$ cat config.mk
export PLATFORM = sky130hd
export DESIGN_NAME = power_mode_fsm
export DESIGN_NICKNAME = d
export VERILOG_FILES = /design/src/power_mode_fsm.v /design/src/sec_counter.v /design/src/sec_tick_gen.v
export VERILOG_INCLUDE_DIRS = /design/src
export SDC_FILE = /design/constraint.sdc
export NUM_CORES = 1
export LEC_CHECK = 0
export BUFFER_PORTS_ARGS = -buffer_cell sky130_fd_sc_hd__buf_2
export CORE_MARGIN = 4
export CORE_UTILIZATION = 25
export CTS_BUF_LIST = sky130_fd_sc_hd__clkbuf_16
export DETAILED_ROUTE_END_ITERATION = 10
export GPL_TIMING_DRIVEN = 1
export PLACE_DENSITY = 0.42
export SLEW_MARGIN = 20
export SYNTH_ARGS = -nofsm -noshare
export SYNTH_HDL_FRONTEND = slang
export SYNTH_SLANG_ARGS = --single-unit
$ cat constraint.sdc
create_clock -name sys_clk_i -period 5.4 [get_ports sys_clk_i]
set_input_delay 0.27 -clock sys_clk_i [delete_from_list [all_inputs] [get_ports sys_clk_i]]
set_output_delay 0.27 -clock sys_clk_i [all_outputs]
set_load 0.05 [all_outputs]
$ cat src/power_mode_map.vh
// Constants for the controller power-mode sequencer
`ifndef POWER_MODE_MAP_VH
`define POWER_MODE_MAP_VH

// Clock and time base
`define CLK_PERIOD_NS   10
`define SEC_NS          1000000000
`define SEC_CYCLES      (`SEC_NS / `CLK_PERIOD_NS)
`define SEC_CNT_W       27

// Times in seconds, hours and days
`define MIN_S           16'h003c
`define HOUR_S          3600
`define DAY_S           86400
`define SLEEP_MAX_H     6
`define SLEEP_MAX_S     (`SLEEP_MAX_H * `HOUR_S)
`define LP_STATUS_H     12
`define LP_STATUS_S     (`LP_STATUS_H * `HOUR_S)
`define FLASH_PERIOD_S  3'h5
`define NORM_STATUS_S   1
`define LP_DAYS_MAX     7'h5a

// Power states
`define ST_DOWN         2'h0
`define ST_NORMAL       2'h1
`define ST_SLEEP        2'h2
`define ST_LOWPWR       2'h3

// Register byte offsets
`define REG_CTRL        8'h00
`define REG_STATUS      8'h04

// Control register fields and reset values
`define CTRL_MIN_LSB    0
`define CTRL_MIN_W      8
`define CTRL_WAKE_BIT   8
`define CTRL_DAYS_LSB   16
`define CTRL_DAYS_W     7
`define CTRL_MIN_RST    8'h00
`define CTRL_WAKE_RST   1'b0
`define CTRL_DAYS_RST   7'h00

// Status register fields
`define STAT_STATE_LSB  0
`define STAT_DRIVE_BIT  2
`define STAT_KEY_BIT    3
`define STAT_LED_BIT    4
`define STAT_INACT_LSB  16

`endif

$ cat src/power_mode_fsm.v
// Controller power-mode state machine with Wishbone control registers
//
// Notes on behaviour
// - Powered down: no driving, no status frames; only key on leads to normal.
// - Normal mode: drivable and status frames go out on the link.
// - Key off in normal goes to low power if enabled, else powered down.
// - Sleep timer above zero and throttle neutral that many minutes enters sleep.
// - Sleep ignores throttle drive, keeps inputs monitored, status frames continue.
// - Sleep indicator pulses once every five seconds while sleeping.
// - Wake to normal by key off-then-on or throttle deflection, as selected.
// - Sleep goes low power on key off, six hours, throttle fault, flat, charging.
// - Low power ends in powered down on duration expiry or flat battery.
// - Low-power duration is programmable from 0 to 90 days.
// - Duration zero bypasses low power from normal: key off goes straight to powered down.
// - Key on in low power returns directly to normal mode.
//
// Design decisions made here: the Wishbone register port and the register addresses.
`include "power_mode_map.vh"
`default_nettype none
module power_mode_fsm #(
    parameter SEC_CYCLES  = `SEC_CYCLES,
    parameter DAY_S       = `DAY_S,
    parameter SLEEP_MAX_S = `SLEEP_MAX_S,
    parameter LP_STATUS_S = `LP_STATUS_S
) (
    // Clock and reset
    input  wire          sys_clk_i,
    input  wire          arst_n_i,
    // Wishbone slave
    input  wire          wb_cyc_i,
    input  wire          wb_stb_i,
    input  wire          wb_we_i,
    input  wire [7:0]    wb_adr_i,
    input  wire [3:0]    wb_sel_i,
    input  wire [31:0]   wb_dat_i,
    output reg  [31:0]   wb_dat_o,
    output reg           wb_ack_o,
    // Key, throttle and battery sensing
    input  wire          key_on_i,
    input  wire          throttle_neutral_i,
    input  wire          throttle_fault_i,
    input  wire          battery_flat_i,
    input  wire          battery_charging_i,
    // Mode outputs
    output reg  [1:0]    power_state_o,
    output reg           drive_enable_o,
    output reg           monitor_enable_o,
    output reg           status_frame_o,
    output reg           sleep_led_o
);
    localparam [1:0]  ST_DOWN   = `ST_DOWN;
    localparam [1:0]  ST_NORMAL = `ST_NORMAL;
    localparam [1:0]  ST_SLEEP  = `ST_SLEEP;
    localparam [1:0]  ST_LOWPWR = `ST_LOWPWR;
    localparam [6:0]  DAYS_MAX  = `LP_DAYS_MAX;
    localparam [22:0] DAY_S_W   = DAY_S[22:0];
    localparam [15:0] SLEEP_MAX = SLEEP_MAX_S[15:0];
    localparam [15:0] LPSTAT_LAST = LP_STATUS_S[15:0] - 16'h0001;
    localparam [2:0]  FLASH_LAST = `FLASH_PERIOD_S - 3'h1;
    localparam [15:0] MIN_S_W   = `MIN_S;

    // Seconds in a number of minutes
    function [15:0] mins_to_secs;
        input [7:0] m;
        begin
            mins_to_secs = {8'h00, m} * MIN_S_W;
        end
    endfunction

    // Seconds in a number of days
    function [22:0] days_to_secs;
        input [6:0] d;
        begin
            days_to_secs = {16'h0000, d} * DAY_S_W;
        end
    endfunction

    reg  [1:0]   state_reg;
    reg  [1:0]   state_next;
    reg          key_prev_reg;
    reg  [7:0]   sleep_min_reg;
    reg          wake_throttle_reg;
    reg  [6:0]   lp_days_reg;
    reg  [6:0]   days_wr;
    reg  [2:0]   flash_reg;
    wire         sec_tick;
    wire [15:0]  inact_cnt;
    wire [15:0]  sleep_cnt;
    wire [22:0]  lp_cnt;
    wire [15:0]  lpstat_cnt;
    wire         key_rise;
    wire         key_fall;
    wire         lp_enabled;
    wire         inact_done;
    wire         lp_done;
    wire         lpstat_due;
    wire         to_lowpwr;
    wire         wb_req;
    wire         wb_write;
    wire         state_chg;

    // Key edges from the previous sample
    assign key_rise   = key_on_i & ~key_prev_reg;
    assign key_fall   = ~key_on_i & key_prev_reg;

    // Key off in normal enters low power only with a non-zero duration
    assign lp_enabled = (lp_days_reg != 7'h00);

    // Inactivity expiry, disabled when the setting is zero
    assign inact_done = (sleep_min_reg != 8'h00) &&
                        (inact_cnt >= mins_to_secs(sleep_min_reg));

    // Low-power duration expiry
    assign lp_done    = (lp_cnt >= days_to_secs(lp_days_reg));

    // Sleep exit causes that lead to low power
    assign to_lowpwr  = key_fall || (sleep_cnt >= SLEEP_MAX) || throttle_fault_i ||
                        battery_flat_i || battery_charging_i;

    // Twelve-hour status point in low power
    assign lpstat_due = sec_tick && (lpstat_cnt >= LPSTAT_LAST);

    assign state_chg  = (state_next != state_reg);

    // One-second time base
    sec_tick_gen #(
        .CYCLES (SEC_CYCLES),
        .CW     (`SEC_CNT_W)
    ) u_tick (
        .sys_clk_i (sys_clk_i),
        .arst_n_i  (arst_n_i),
        .tick_o    (sec_tick)
    );

    // Continuous neutral time in normal mode
    sec_counter #(.W(16)) u_inact (
        .sys_clk_i (sys_clk_i),
        .arst_n_i  (arst_n_i),
        .clear_i   (state_reg != ST_NORMAL || !throttle_neutral_i),
        .tick_i    (sec_tick),
        .count_o   (inact_cnt)
    );

    // Time spent in sleep
    sec_counter #(.W(16)) u_sleep (
        .sys_clk_i (sys_clk_i),
        .arst_n_i  (arst_n_i),
        .clear_i   (state_reg != ST_SLEEP),
        .tick_i    (sec_tick),
        .count_o   (sleep_cnt)
    );

    // Time spent in low power
    sec_counter #(.W(23)) u_lp (
        .sys_clk_i (sys_clk_i),
        .arst_n_i  (arst_n_i),
        .clear_i   (state_reg != ST_LOWPWR),
        .tick_i    (sec_tick),
        .count_o   (lp_cnt)
    );

    // Spacing of status frames in low power
    sec_counter #(.W(16)) u_lpstat (
        .sys_clk_i (sys_clk_i),
        .arst_n_i  (arst_n_i),
        .clear_i   (state_reg != ST_LOWPWR || lpstat_due),
        .tick_i    (sec_tick),
        .count_o   (lpstat_cnt)
    );

    // Next power state
    always @*
    begin
        state_next = state_reg;
        case (state_reg)
            ST_DOWN:
            begin
                if (key_rise)
                    state_next = ST_NORMAL;
            end
            ST_NORMAL:
            begin
                if (key_fall)
                    state_next = lp_enabled ? ST_LOWPWR : ST_DOWN;
                else if (inact_done)
                    state_next = ST_SLEEP;
            end
            ST_SLEEP:
            begin
                if (to_lowpwr)
                    state_next = ST_LOWPWR;
                else if (wake_throttle_reg && !throttle_neutral_i)
                    state_next = ST_NORMAL;
            end
            ST_LOWPWR:
            begin
                if (lp_done || battery_flat_i)
                    state_next = ST_DOWN;
                else if (key_rise)
                    state_next = ST_NORMAL;
            end
            default:
                state_next = ST_DOWN;
        endcase
    end

    // State and key sample
    always @(posedge sys_clk_i or negedge arst_n_i)
    begin
        if (!arst_n_i)
        begin
            state_reg    <= ST_DOWN;
            key_prev_reg <= 1'b0;
        end
        else
        begin
            state_reg    <= state_next;
            key_prev_reg <= key_on_i;
        end
    end

    // Five-second flash phase while sleeping
    always @(posedge sys_clk_i or negedge arst_n_i)
    begin
        if (!arst_n_i)
            flash_reg <= 3'h0;
        else if (state_next != ST_SLEEP || state_chg)
            flash_reg <= 3'h0;
        else if (sec_tick)
            flash_reg <= (flash_reg == FLASH_LAST) ? 3'h0 : flash_reg + 3'h1;
    end

    // Registered mode outputs
    always @(posedge sys_clk_i or negedge arst_n_i)
    begin
        if (!arst_n_i)
        begin
            power_state_o    <= ST_DOWN;
            drive_enable_o   <= 1'b0;
            monitor_enable_o <= 1'b0;
            status_frame_o   <= 1'b0;
            sleep_led_o      <= 1'b0;
        end
        else
        begin
            power_state_o    <= state_reg;
            // Only normal mode drives; sleep ignores throttle
            drive_enable_o   <= (state_reg == ST_NORMAL);
            // Inputs stay powered in every powered state
            monitor_enable_o <= (state_reg != ST_DOWN);
            case (state_reg)
                ST_NORMAL: status_frame_o <= sec_tick;
                ST_SLEEP:  status_frame_o <= sec_tick;
                ST_LOWPWR: status_frame_o <= lpstat_due;
                default:   status_frame_o <= 1'b0;
            endcase
            // Lit for the first second of each five-second period
            sleep_led_o      <= (state_reg == ST_SLEEP) && (flash_reg == 3'h0);
        end
    end

    // Wishbone request, answered one cycle later
    assign wb_req   = wb_cyc_i & wb_stb_i;
    assign wb_write = wb_req & wb_we_i & wb_ack_o;

    // Duration write limited to the supported range
    always @*
    begin
        days_wr = wb_dat_i[`CTRL_DAYS_LSB +: `CTRL_DAYS_W];
        if (days_wr > DAYS_MAX)
            days_wr = DAYS_MAX;
    end

    // Control register, written on the acknowledged edge
    always @(posedge sys_clk_i or negedge arst_n_i)
    begin
        if (!arst_n_i)
        begin
            sleep_min_reg     <= `CTRL_MIN_RST;
            wake_throttle_reg <= `CTRL_WAKE_RST;
            lp_days_reg       <= `CTRL_DAYS_RST;
        end
        else if (wb_write && wb_adr_i == `REG_CTRL)
        begin
            if (wb_sel_i[0])
                sleep_min_reg     <= wb_dat_i[`CTRL_MIN_LSB +: `CTRL_MIN_W];
            if (wb_sel_i[1])
                wake_throttle_reg <= wb_dat_i[`CTRL_WAKE_BIT];
            if (wb_sel_i[2])
                lp_days_reg       <= days_wr;
        end
    end

    // Acknowledge and read data
    always @(posedge sys_clk_i or negedge arst_n_i)
    begin
        if (!arst_n_i)
        begin
            wb_ack_o <= 1'b0;
            wb_dat_o <= 32'h00000000;
        end
        else
        begin
            wb_ack_o <= wb_req & ~wb_ack_o;
            wb_dat_o <= 32'h00000000;
            if (wb_req && !wb_ack_o && !wb_we_i)
            begin
                case (wb_adr_i)
                    `REG_CTRL:
                    begin
                        wb_dat_o[`CTRL_MIN_LSB +: `CTRL_MIN_W]   <= sleep_min_reg;
                        wb_dat_o[`CTRL_WAKE_BIT]                 <= wake_throttle_reg;
                        wb_dat_o[`CTRL_DAYS_LSB +: `CTRL_DAYS_W] <= lp_days_reg;
                    end
                    `REG_STATUS:
                    begin
                        wb_dat_o[`STAT_STATE_LSB +: 2]  <= state_reg;
                        wb_dat_o[`STAT_DRIVE_BIT]       <= drive_enable_o;
                        wb_dat_o[`STAT_KEY_BIT]         <= key_prev_reg;
                        wb_dat_o[`STAT_LED_BIT]         <= sleep_led_o;
                        wb_dat_o[`STAT_INACT_LSB +: 16] <= inact_cnt;
                    end
                    default:
                        wb_dat_o <= 32'h00000000;
                endcase
            end
        end
    end
endmodule // power_mode_fsm
`default_nettype wire

$ cat src/sec_counter.v
// Saturating seconds counter with synchronous clear
`default_nettype none
module sec_counter #(
    parameter W = 16
) (
    // Clock and reset
    input  wire          sys_clk_i,
    input  wire          arst_n_i,
    // Control
    input  wire          clear_i,
    input  wire          tick_i,
    // Count
    output reg  [W-1:0]  count_o
);
    // Clear wins over tick; the count holds at its top value
    always @(posedge sys_clk_i or negedge arst_n_i)
    begin
        if (!arst_n_i)
            count_o <= {W{1'b0}};
        else if (clear_i)
            count_o <= {W{1'b0}};
        else if (tick_i && (count_o != {W{1'b1}}))
            count_o <= count_o + 1'b1;
    end
endmodule // sec_counter
`default_nettype wire

$ cat src/sec_tick_gen.v
// One-second tick generator from the system clock
`default_nettype none
module sec_tick_gen #(
    parameter CYCLES = 100000000,
    parameter CW     = 27
) (
    // Clock and reset
    input  wire          sys_clk_i,
    input  wire          arst_n_i,
    // Tick
    output reg           tick_o
);
    localparam [CW-1:0] LAST = CYCLES[CW-1:0] - 1'b1;

    reg [CW-1:0] cnt_reg;

    // Free-running divider, one pulse per wrap
    always @(posedge sys_clk_i or negedge arst_n_i)
    begin
        if (!arst_n_i)
        begin
            cnt_reg <= {CW{1'b0}};
            tick_o  <= 1'b0;
        end
        else if (cnt_reg == LAST)
        begin
            cnt_reg <= {CW{1'b0}};
            tick_o  <= 1'b1;
        end
        else
        begin
            cnt_reg <= cnt_reg + 1'b1;
            tick_o  <= 1'b0;
        end
    end
endmodule // sec_tick_gen
`default_nettype wire

==> metrics.txt, run 1 <==
# TYPE chip_impl_metric gauge
chip_impl_info{name="clock_tree_from_tritoncts",value="built"} 1
chip_impl_metric{name="cts-buffers-inserted",unit=""} 17
chip_impl_metric{name="clock_power_share",unit=""} 0.460
chip_impl_info{name="rsz0062_at_grt",value="false"} 1
chip_impl_metric{name="number_of_clock_sinks",unit=""} 153
chip_impl_metric{name="report.power.total",unit="W"} 0.00271
chip_impl_info{name="setup.worst_path.end_class",value="register"} 1
chip_impl_metric{name="hold_ws",unit="ps"} 71.2
chip_impl_metric{name="clk_pin_slew",unit="ps"} 60
chip_impl_metric{name="first_iteration_detailed_routing_drc_count",unit=""} 311
chip_impl_metric{name="share_comb_of_total_power",unit=""} 0.102
chip_impl_metric{name="sequential_cell_area",unit="mm²"} 0.00383
chip_impl_metric{name="p_leak",unit="nW"} 5.24
chip_impl_metric{name="grt_start_max_net_pins",unit=""} 97
chip_impl_metric{name="final-setup-viol-count",unit=""} 0
chip_impl_metric{name="die-width",unit="µm"} 206
chip_impl_metric{name="timing.max_cap.violations",unit=""} 0
chip_impl_metric{name="grt.overflow.total",unit=""} 0
chip_impl_metric{name="ys_warn_count",unit=""} 0
chip_impl_metric{name="first_pass_grt_wire_length",unit="mm"} 38.1
chip_impl_metric{name="cellInternalPower",unit="W"} 0.00200
chip_impl_metric{name="tightestPinTransition",unit="ps"} 993
chip_impl_metric{name="htree_num_levels",unit=""} 4
chip_impl_metric{name="postCtsSetupBuffers",unit=""} 0
chip_impl_metric{name="port_buffers",unit=""} 68
chip_impl_metric{name="ys_ff_latch",unit=""} 153
chip_impl_info{name="cp-start-kind",value="register"} 1
chip_impl_metric{name="asyncSetResetFlopFracSynth",unit=""} 1.00
chip_impl_metric{name="syn_avg_cell_area",unit="µm²"} 9.81
chip_impl_metric{name="tmin_final",unit="ps"} 5100
chip_impl_metric{name="yosys.cell_types.count",unit=""} 64
chip_impl_metric{name="avgRoutedWirePerCell",unit="µm"} 14.3
chip_impl_metric{name="worst_skew_pair.late_latency",unit="ps"} 430
chip_impl_metric{name="vias",unit=""} 7094
chip_impl_metric{name="timing.max_slew.rel_slack",unit=""} 0.338
chip_impl_metric{name="dp_hpwl",unit="mm"} 17.1
chip_impl_metric{name="area.growth.synth_to_final",unit="%"} 16.1
chip_impl_metric{name="core_area",unit="mm²"} 0.0387
chip_impl_metric{name="worstPathArrival",unit="ps"} 5460
chip_impl_metric{name="die_h",unit="µm"} 206
chip_impl_metric{name="global_route.usage.total",unit=""} 0.113
chip_impl_metric{name="final.setup.tns",unit="ps"} 0
chip_impl_metric{name="largest_register_ffs",unit=""} 27
chip_impl_metric{name="ant_nets",unit=""} 0
chip_impl_metric{name="power.share.sequential",unit=""} 0.439
chip_impl_metric{name="placer_congestion_estimate",unit=""} 0.741
chip_impl_metric{name="p_switching",unit="W"} 0.000713
chip_impl_metric{name="fillerInstances",unit=""} 4130
chip_impl_metric{name="combined_area_of_the_multi_input_logic_cells",unit="mm²"} 0.00563
chip_impl_metric{name="finalNetCount",unit=""} 1261
chip_impl_metric{name="io_pins",unit=""} 93
chip_impl_metric{name="critical_path_required",unit="ps"} 5760
chip_impl_metric{name="final_hold_viol_count",unit=""} 0
chip_impl_metric{name="fin_util",unit=""} 0.294
chip_impl_metric{name="netlist_area",unit="mm²"} 0.00981
chip_impl_metric{name="drive_gt1_frac",unit=""} 0.126
chip_impl_metric{name="vdd_drop_max",unit="mV"} 0.214
chip_impl_metric{name="route.detailed.drc",unit=""} 0
chip_impl_metric{name="power-per-cell-area",unit="mW/mm²"} 238
chip_impl_metric{name="fp.dieArea",unit="mm²"} 0.0425
chip_impl_metric{name="wl",unit="mm"} 23.0
chip_impl_info{name="timing_worst_setup_path_type",value="reg -> reg"} 1
chip_impl_metric{name="first_pass_iters",unit=""} 4
chip_impl_metric{name="skew",unit="ps"} 12.9
chip_impl_metric{name="synthesis.instances",unit=""} 1000
chip_impl_metric{name="n_antenna_cell",unit=""} 0
chip_impl_info{name="synthFlopType",value="sky130_fd_sc_hd__dfrtp_1"} 1
chip_impl_metric{name="finalMaxSlewViolations",unit=""} 0
chip_impl_metric{name="placement_rows",unit=""} 72
chip_impl_info{name="root_buffer",value="sky130_fd_sc_hd__clkbuf_16"} 1
chip_impl_info{name="layout.cells.most_common",value="sky130_fd_sc_hd__dfrtp_1"} 1
chip_impl_metric{name="grt_antenna_before_repair",unit=""} 0
chip_impl_metric{name="synth_sequential_area_ratio",unit=""} 0.390
chip_impl_metric{name="number_of_flops_mapped_to_enable_cells_by_yosys",unit=""} 0
chip_impl_metric{name="clock.fmax",unit="GHz"} 0.196
chip_impl_info{name="commonest_cells_after_routing_fill_and_taps_aside",value="152 x sky130_fd_sc_hd__dfrtp_1, 118 x sky130_fd_sc_hd__nor2_1, 109 x sky130_fd_sc_hd__ha_1, 76 x sky130_fd_sc_hd__inv_1, 68 x sky130_fd_sc_hd__nand2_1"} 1
chip_impl_metric{name="p_sw_frac",unit=""} 0.263
chip_impl_metric{name="routed_via_density",unit=""} 4.41
chip_impl_info{name="status",value="finished clean"} 1
chip_impl_info{name="min_delay_path_class",value="in -> reg"} 1
chip_impl_metric{name="clockBufferDepth",unit=""} 2
chip_impl_metric{name="initial_utilization",unit=""} 0.253
chip_impl_metric{name="worst-path-max-fanout",unit=""} 6
chip_impl_metric{name="first_global_vias",unit=""} 7098
chip_impl_metric{name="post-route-period-util",unit=""} 0.944
## worst max-delay path, stage by stage, from the launching register on
cell,delay (ps)
sky130_fd_sc_hd__dfrtp_2,430
sky130_fd_sc_hd__inv_1,80
sky130_fd_sc_hd__ha_1,300
sky130_fd_sc_hd__ha_1,310
sky130_fd_sc_hd__fa_1,400
sky130_fd_sc_hd__ha_1,360
sky130_fd_sc_hd__a21oi_1,160
sky130_fd_sc_hd__a21boi_0,130
sky130_fd_sc_hd__o31a_1,280
sky130_fd_sc_hd__or4_1,430
sky130_fd_sc_hd__a41o_1,250
sky130_fd_sc_hd__a21oi_2,140
sky130_fd_sc_hd__xor2_1,170
sky130_fd_sc_hd__ha_1,260
sky130_fd_sc_hd__nor2b_1,130
sky130_fd_sc_hd__o21ai_1,120
sky130_fd_sc_hd__a31oi_1,140
sky130_fd_sc_hd__o311a_1,350
sky130_fd_sc_hd__or4_1,500
sky130_fd_sc_hd__nor2_1,90
## power groups by stage
stage / Clock (W) / Combinational, W / Sequential (W)
5_1_grt: 0.00134 / 0.000307 / 0.00119
3_5_place_dp: 0 / 0.000280 / 0.00121
3_3_place_gp: 0 / 0.000281 / 0.00121
6_report: 0.00125 / 0.000276 / 0.00119
4_1_cts: 0.00130 / 0.000283 / 0.00119
2_1_floorplan: 0 / 0.000125 / 0.00126
## final timing paths
check	from	end	slack (ps)	cells past startpoint
min in group asynchronous	arst_n_i	u_lp.count_o[4]$_DFFE_PN0P_	470	2
setup / recovery	lp_days_reg[4]$_DFFE_PN0P_	flash_reg[0]$_DFFE_PN0P_	300	19
hold / removal	wb_dat_i[7]	sleep_min_reg[7]$_DFFE_PN0P_	70	2
setup reg to reg	lp_days_reg[4]$_DFFE_PN0P_	flash_reg[0]$_DFFE_PN0P_	300	19
hold reg to reg	u_tick.cnt_reg[0]$_DFF_PN0_	u_tick.cnt_reg[0]$_DFF_PN0_	470	1
max in group asynchronous	arst_n_i	wb_dat_o[20]$_DFF_PN0_	3590	3
## layout make-up
| type | instances | area share |
|---|---|---|
| repair buffers | 77 | 0.0368 |
| multi-input cells | 756 | 0.494 |
| clock inverters | 13 | 0.0143 |
| flip-flops and latches | 153 | 0.336 |
| inverters | 75 | 0.0247 |
| clock buffers | 17 | 0.0373 |
| well taps | 518 | 0.0569 |
## metal layers
metal | global-route usage | up-vias | share of wire
met5 | 0 | - | 0
met4 | 0.0285 | 0 | 0.011
met3 | 0.0245 | 16 | 0.033
met2 | 0.174 | 84 | 0.44
met1 | 0.162 | 3402 | 0.51
li1 | - | 3592 | -
## stage by stage
step,std cells,setup slack [ps],cell area (µm²)
global placement,1577,132,10800
finish,1609,304,11400
detailed placement,1577,122,10800
floorplan,1006,343,9830
global route,1609,6.38,11400
CTS,1609,102,11400
## synthesized netlist by cell type (all sizes together), types with 3 or more instances
| library cell | n | area [µm²] |
|---|---|---|
| nand2 | 68 | 255 |
| a21boi | 5 | 37.5 |
| a21oi | 32 | 160 |
| ha | 109 | 1360 |
| and3 | 19 | 119 |
| nand4 | 29 | 181 |
| nor3 | 29 | 166 |
| a21o | 5 | 37.5 |
| mux2i | 19 | 190 |
| a22o | 3 | 26.3 |
| nor4 | 14 | 106 |
| nand2b | 6 | 37.5 |
| a31oi | 7 | 43.8 |
| clkbuf | 11 | 41.3 |
| xor2 | 51 | 447 |
| and4 | 9 | 78.8 |
| nor2b | 10 | 62.6 |
| nand3 | 33 | 178 |
| xnor2 | 47 | 412 |
| mux2 | 10 | 113 |
| a31o | 4 | 35.0 |
| and2 | 18 | 113 |
| o21ai | 31 | 155 |
| or4 | 7 | 56.3 |
| o211ai | 3 | 22.5 |
| buf | 10 | 75.1 |
| dfrtp | 153 | 3830 |
| nor2 | 118 | 443 |
| fa | 18 | 360 |
| inv | 74 | 278 |
| or2 | 4 | 25.0 |
| o21a | 3 | 22.5 |
| or3 | 10 | 67.6 |
| a211oi | 5 | 37.5 |
## kinds of logic after synthesis
family,synth area share
simple gates,0.198
mux,0.0309
flops,0.390
other cells,0.000382
buf+inv,0.0414
compound gates,0.0761
fa+ha+maj,0.176
xor+xnor,0.0875
## repair_timing
| item | 4_1_cts | 5_1_grt |
|---|---|---|
| endpoints found under the hold margin | 8 | 0 |
| gates resized for setup | 0 | 8 |
| setup endpoints to repair | 0 | 4 |
| hold buffers | 2 | 0 |
Note: power is estimated with default switching activity, not from simulation.
==> run 2, diff against run 1 <==
- ABC_AREA: not set -> 1
- PLACE_DENSITY: 0.42 -> 0.41
==> run 2 against run 1 <==
Compared with the run above: final area rose by 8.1%; worst setup slack improved by 370 ps; clock power rose by 7%; final cell count rose by 22%.
==> metrics.txt, run 2 <==
# TYPE chip_impl_metric gauge
chip_impl_metric{name="first_pass_grt_wire_length",unit="mm"} 48.0
chip_impl_metric{name="grt_use_met2",unit=""} 0.204
chip_impl_metric{name="report.power.total",unit="W"} 0.00305
chip_impl_metric{name="finalMaxSlewViolations",unit=""} 0
chip_impl_info{name="worstReg2RegStart",value="lp_days_reg[6]$_DFFE_PN0P_"} 1
chip_impl_metric{name="netlist_area",unit="mm²"} 0.0107
chip_impl_metric{name="first_global_vias",unit=""} 8987
chip_impl_metric{name="worst_skew_pair.late_latency",unit="ps"} 450
chip_impl_metric{name="fillerInstances",unit=""} 4546
chip_impl_metric{name="p_leak",unit="nW"} 5.79
chip_impl_metric{name="first_iteration_detailed_routing_drc_count",unit=""} 701
chip_impl_metric{name="worst-path-max-fanout",unit=""} 6
chip_impl_metric{name="tmin_final",unit="ps"} 4730
chip_impl_metric{name="dp_hpwl",unit="mm"} 22.0
chip_impl_info{name="busiest_layer",value="met2"} 1
chip_impl_metric{name="fp.dieArea",unit="mm²"} 0.0462
chip_impl_info{name="cp-start-kind",value="register"} 1
chip_impl_metric{name="avgRoutedWirePerCell",unit="µm"} 14.5
chip_impl_metric{name="grt_start_max_net_pins",unit=""} 80
chip_impl_metric{name="routed_via_density",unit=""} 4.49
chip_impl_metric{name="syn_avg_cell_area",unit="µm²"} 7.98
chip_impl_metric{name="grt_antenna_before_repair",unit=""} 0
chip_impl_info{name="timing_worst_setup_path_type",value="reg -> reg"} 1
chip_impl_metric{name="largest_register_ffs",unit=""} 27
chip_impl_metric{name="die_h",unit="µm"} 215
chip_impl_info{name="layout.cells.most_common",value="sky130_fd_sc_hd__nand2_1"} 1
chip_impl_metric{name="vdd_drop_max",unit="mV"} 0.186
chip_impl_metric{name="synthesis.instances",unit=""} 1343
chip_impl_metric{name="worstPathArrival",unit="ps"} 5100
chip_impl_metric{name="timing.max_cap.violations",unit=""} 0
chip_impl_metric{name="number_of_flops_mapped_to_enable_cells_by_yosys",unit=""} 0
chip_impl_metric{name="yosys.cell_types.count",unit=""} 53
chip_impl_metric{name="hold_path_depth",unit=""} 3
chip_impl_metric{name="timing.max_slew.rel_slack",unit=""} 0.334
chip_impl_metric{name="wl",unit="mm"} 28.5
chip_impl_metric{name="synth_sequential_area_ratio",unit=""} 0.357
chip_impl_metric{name="global_route_met1_utilization",unit=""} 0.183
chip_impl_metric{name="placement_rows",unit=""} 75
chip_impl_info{name="clock_tree_from_tritoncts",value="built"} 1
chip_impl_metric{name="htree_num_levels",unit=""} 4
chip_impl_metric{name="worst-r2r-setup-slack",unit="ps"} 670
chip_impl_metric{name="ys_warn_count",unit=""} 0
chip_impl_metric{name="final-setup-viol-count",unit=""} 0
chip_impl_info{name="critical-path-slowest-cell",value="sky130_fd_sc_hd__fa_1"} 1
chip_impl_metric{name="final.setup.tns",unit="ps"} 0
chip_impl_metric{name="synth.top_cell.area_share",unit=""} 0.357
chip_impl_info{name="leading_area_contributor_after_synthesis",value="sky130_fd_sc_hd__dfrtp_1"} 1
chip_impl_metric{name="core_area",unit="mm²"} 0.0421
chip_impl_info{name="yosys-top-cells-area",value="sky130_fd_sc_hd__dfrtp_1 36%, sky130_fd_sc_hd__ha_1 13%, sky130_fd_sc_hd__nand2_1 8.0%"} 1
chip_impl_info{name="commonest_cells_after_routing_fill_and_taps_aside",value="227 x sky130_fd_sc_hd__nand2_1, 210 x sky130_fd_sc_hd__inv_1, 153 x sky130_fd_sc_hd__dfrtp_1, 128 x sky130_fd_sc_hd__nor2_1, 109 x sky130_fd_sc_hd__ha_1"} 1
chip_impl_metric{name="r2r_cells",unit=""} 30
chip_impl_metric{name="clock.fmax",unit="GHz"} 0.212
chip_impl_info{name="synth.cells.most_frequent",value="227 x sky130_fd_sc_hd__nand2_1, 210 x sky130_fd_sc_hd__inv_1, 153 x sky130_fd_sc_hd__dfrtp_1"} 1
chip_impl_metric{name="worst_stage_delay_on_the_critical_path",unit="ps"} 530
chip_impl_metric{name="first_pass_iters",unit=""} 7
chip_impl_info{name="synthFlopType",value="sky130_fd_sc_hd__dfrtp_1"} 1
chip_impl_metric{name="sequential_cell_area",unit="mm²"} 0.00383
chip_impl_metric{name="ant_nets",unit=""} 0
chip_impl_info{name="min_delay_path_class",value="in -> reg"} 1
chip_impl_info{name="status",value="finished clean"} 1
chip_impl_info{name="hold_worst_path_end",value="sleep_min_reg[4]$_DFFE_PN0P_"} 1
chip_impl_metric{name="power-per-cell-area",unit="mW/mm²"} 247
chip_impl_info{name="yosysMostFrequentCell",value="sky130_fd_sc_hd__nand2_1"} 1
chip_impl_info{name="setup.worst_path.end_class",value="register"} 1
chip_impl_info{name="min-delay-start",value="wb_dat_i[4]"} 1
chip_impl_metric{name="initial_utilization",unit=""} 0.254
chip_impl_metric{name="area.growth.synth_to_final",unit="%"} 14.9
chip_impl_info{name="crit-reg2reg-capture",value="flash_reg[2]$_DFFE_PN0P_"} 1
chip_impl_metric{name="skew",unit="ps"} 16.4
chip_impl_metric{name="clockBufferDepth",unit=""} 2
chip_impl_metric{name="route.detailed.drc",unit=""} 0
chip_impl_metric{name="global_route_track_usage_on_met3",unit=""} 0.0195
chip_impl_metric{name="finalNetCount",unit=""} 1600
chip_impl_metric{name="vias",unit=""} 8843
chip_impl_metric{name="post-route-period-util",unit=""} 0.876
chip_impl_metric{name="critical_path_required",unit="ps"} 5770
chip_impl_metric{name="n_antenna_cell",unit=""} 0
chip_impl_metric{name="clk_pin_slew",unit="ps"} 80
chip_impl_metric{name="final_hold_viol_count",unit=""} 0
chip_impl_info{name="root_buffer",value="sky130_fd_sc_hd__clkbuf_16"} 1
chip_impl_metric{name="io_pins",unit=""} 93
chip_impl_metric{name="asyncSetResetFlopFracSynth",unit=""} 1.00
chip_impl_info{name="rsz0062_at_grt",value="false"} 1
chip_impl_metric{name="placer_congestion_estimate",unit=""} 0.780
chip_impl_metric{name="ys_ff_latch",unit=""} 153
chip_impl_metric{name="global_route.usage.total",unit=""} 0.128
chip_impl_metric{name="number_of_clock_sinks",unit=""} 153
chip_impl_metric{name="die-width",unit="µm"} 215
chip_impl_metric{name="drive_gt1_frac",unit=""} 0.101
chip_impl_metric{name="port_buffers",unit=""} 68
chip_impl_metric{name="cts-buffers-inserted",unit=""} 17
chip_impl_metric{name="grt.overflow.total",unit=""} 0
chip_impl_metric{name="combined_area_of_the_multi_input_logic_cells",unit="mm²"} 0.00595
chip_impl_metric{name="tightestPinTransition",unit="ps"} 996
-- run 2: changes by cell type in the layout (fill, tap and decap cells not counted), sizes merged, moves of 30 or more --
| cell | delta |
|---|---|
| a21oi | +30 |
| inv | +146 |
| nand2 | +167 |
| nand3 | +42 |
| nor3 | +31 |
| o21ai | +53 |
| xnor2 | -32 |
-- run 2: worst max-delay path, delay by kind of cell, from the launching register on --
| kind | cells | cell delay (ps) |
|---|---|---|
| AOI/OAI and AO/OA | 1 | 80 |
| xor gates and xnor gates | 1 | 130 |
| DFF | 1 | 470 |
| and+or+nand+nor | 20 | 1780 |
| buffers and inverters | 2 | 90 |
| adders and majority gates | 6 | 2090 |
-- run 2: area by class of cell --
| cell class | count | share of cell area |
|---|---|---|
| multi-input cells | 954 | 0.483 |
| inverters | 217 | 0.0663 |
| clock buffers | 17 | 0.0345 |
| well taps | 539 | 0.0548 |
| flip-flops and latches | 153 | 0.311 |
| clock inverters | 15 | 0.0172 |
| repair buffers | 76 | 0.0334 |
-- run 2: through the flow --
step | utilization | instances | hold WS, ps | cell area (µm²) | worst slack (ps)
after floorplan | - | 1349 | -25.6 | 10700 | 1270
after global placement | 0.277 | 1937 | 396 | 11700 | 654
after detailed placement | 0.277 | 1937 | 398 | 11700 | 605
after CTS | 0.292 | 1971 | 9.79 | 12300 | 585
after global routing | 0.292 | 1971 | 30.9 | 12300 | 20.7
final | 0.292 | 1971 | 29.1 | 12300 | 672
-- run 2: where the power goes --
group / internal, W / switching, W / total (W) / leakage (nW)
sequential: 0.00117 / 0.0000330 / 0.00121 / 2.03
clock: 0.000784 / 0.000553 / 0.00134 / 0.310
combinational: 0.000115 / 0.000388 / 0.000503 / 3.45
-- run 2: kinds of logic (layout without fill, tap and decap cells) --
kind of cell             Yosys count  count (layout)  share of synthesized area
XOR/XNOR                          64              64                     0.0523
flip-flops                       153             153                      0.357
AO/OA/AOI/OAI                    179             179                     0.0939
buffers and inverters            242             325                     0.0901
AND/OR/NAND/NOR                  577             577                      0.245
adder cells (fa/ha/maj)          127             127                      0.161
other                              1               7                   0.000350
-- run 2: worst max-delay path by stage --
stage / start / to / slack (ps) / cells after the start
after floorplan: lp_days_reg[5]$_DFFE_PN0P_ / flash_reg[1]$_DFFE_PN0P_ / 1270 / 31
after global placement: lp_days_reg[4]$_DFFE_PN0P_ / flash_reg[1]$_DFFE_PN0P_ / 650 / 30
after detailed placement: lp_days_reg[5]$_DFFE_PN0P_ / flash_reg[0]$_DFFE_PN0P_ / 610 / 30
after CTS: lp_days_reg[5]$_DFFE_PN0P_ / flash_reg[2]$_DFFE_PN0P_ / 580 / 30
after global routing: lp_days_reg[6]$_DFFE_PN0P_ / flash_reg[2]$_DFFE_PN0P_ / 20 / 30
final: lp_days_reg[6]$_DFFE_PN0P_ / flash_reg[2]$_DFFE_PN0P_ / 670 / 30
-- run 2: metal layers --
layer	part of all wire	up-vias
met5	0	-
met4	0.011	0
met3	0.027	17
met2	0.45	115
met1	0.51	4145
li1	-	4566
-- run 2: repair_timing --
action	in CTS	in global routing
resized for setup	0	2
setup endpoints to repair	0	3
buffers inserted	0	0
hold buffers	2	0
endpoints found under the hold margin	78	0
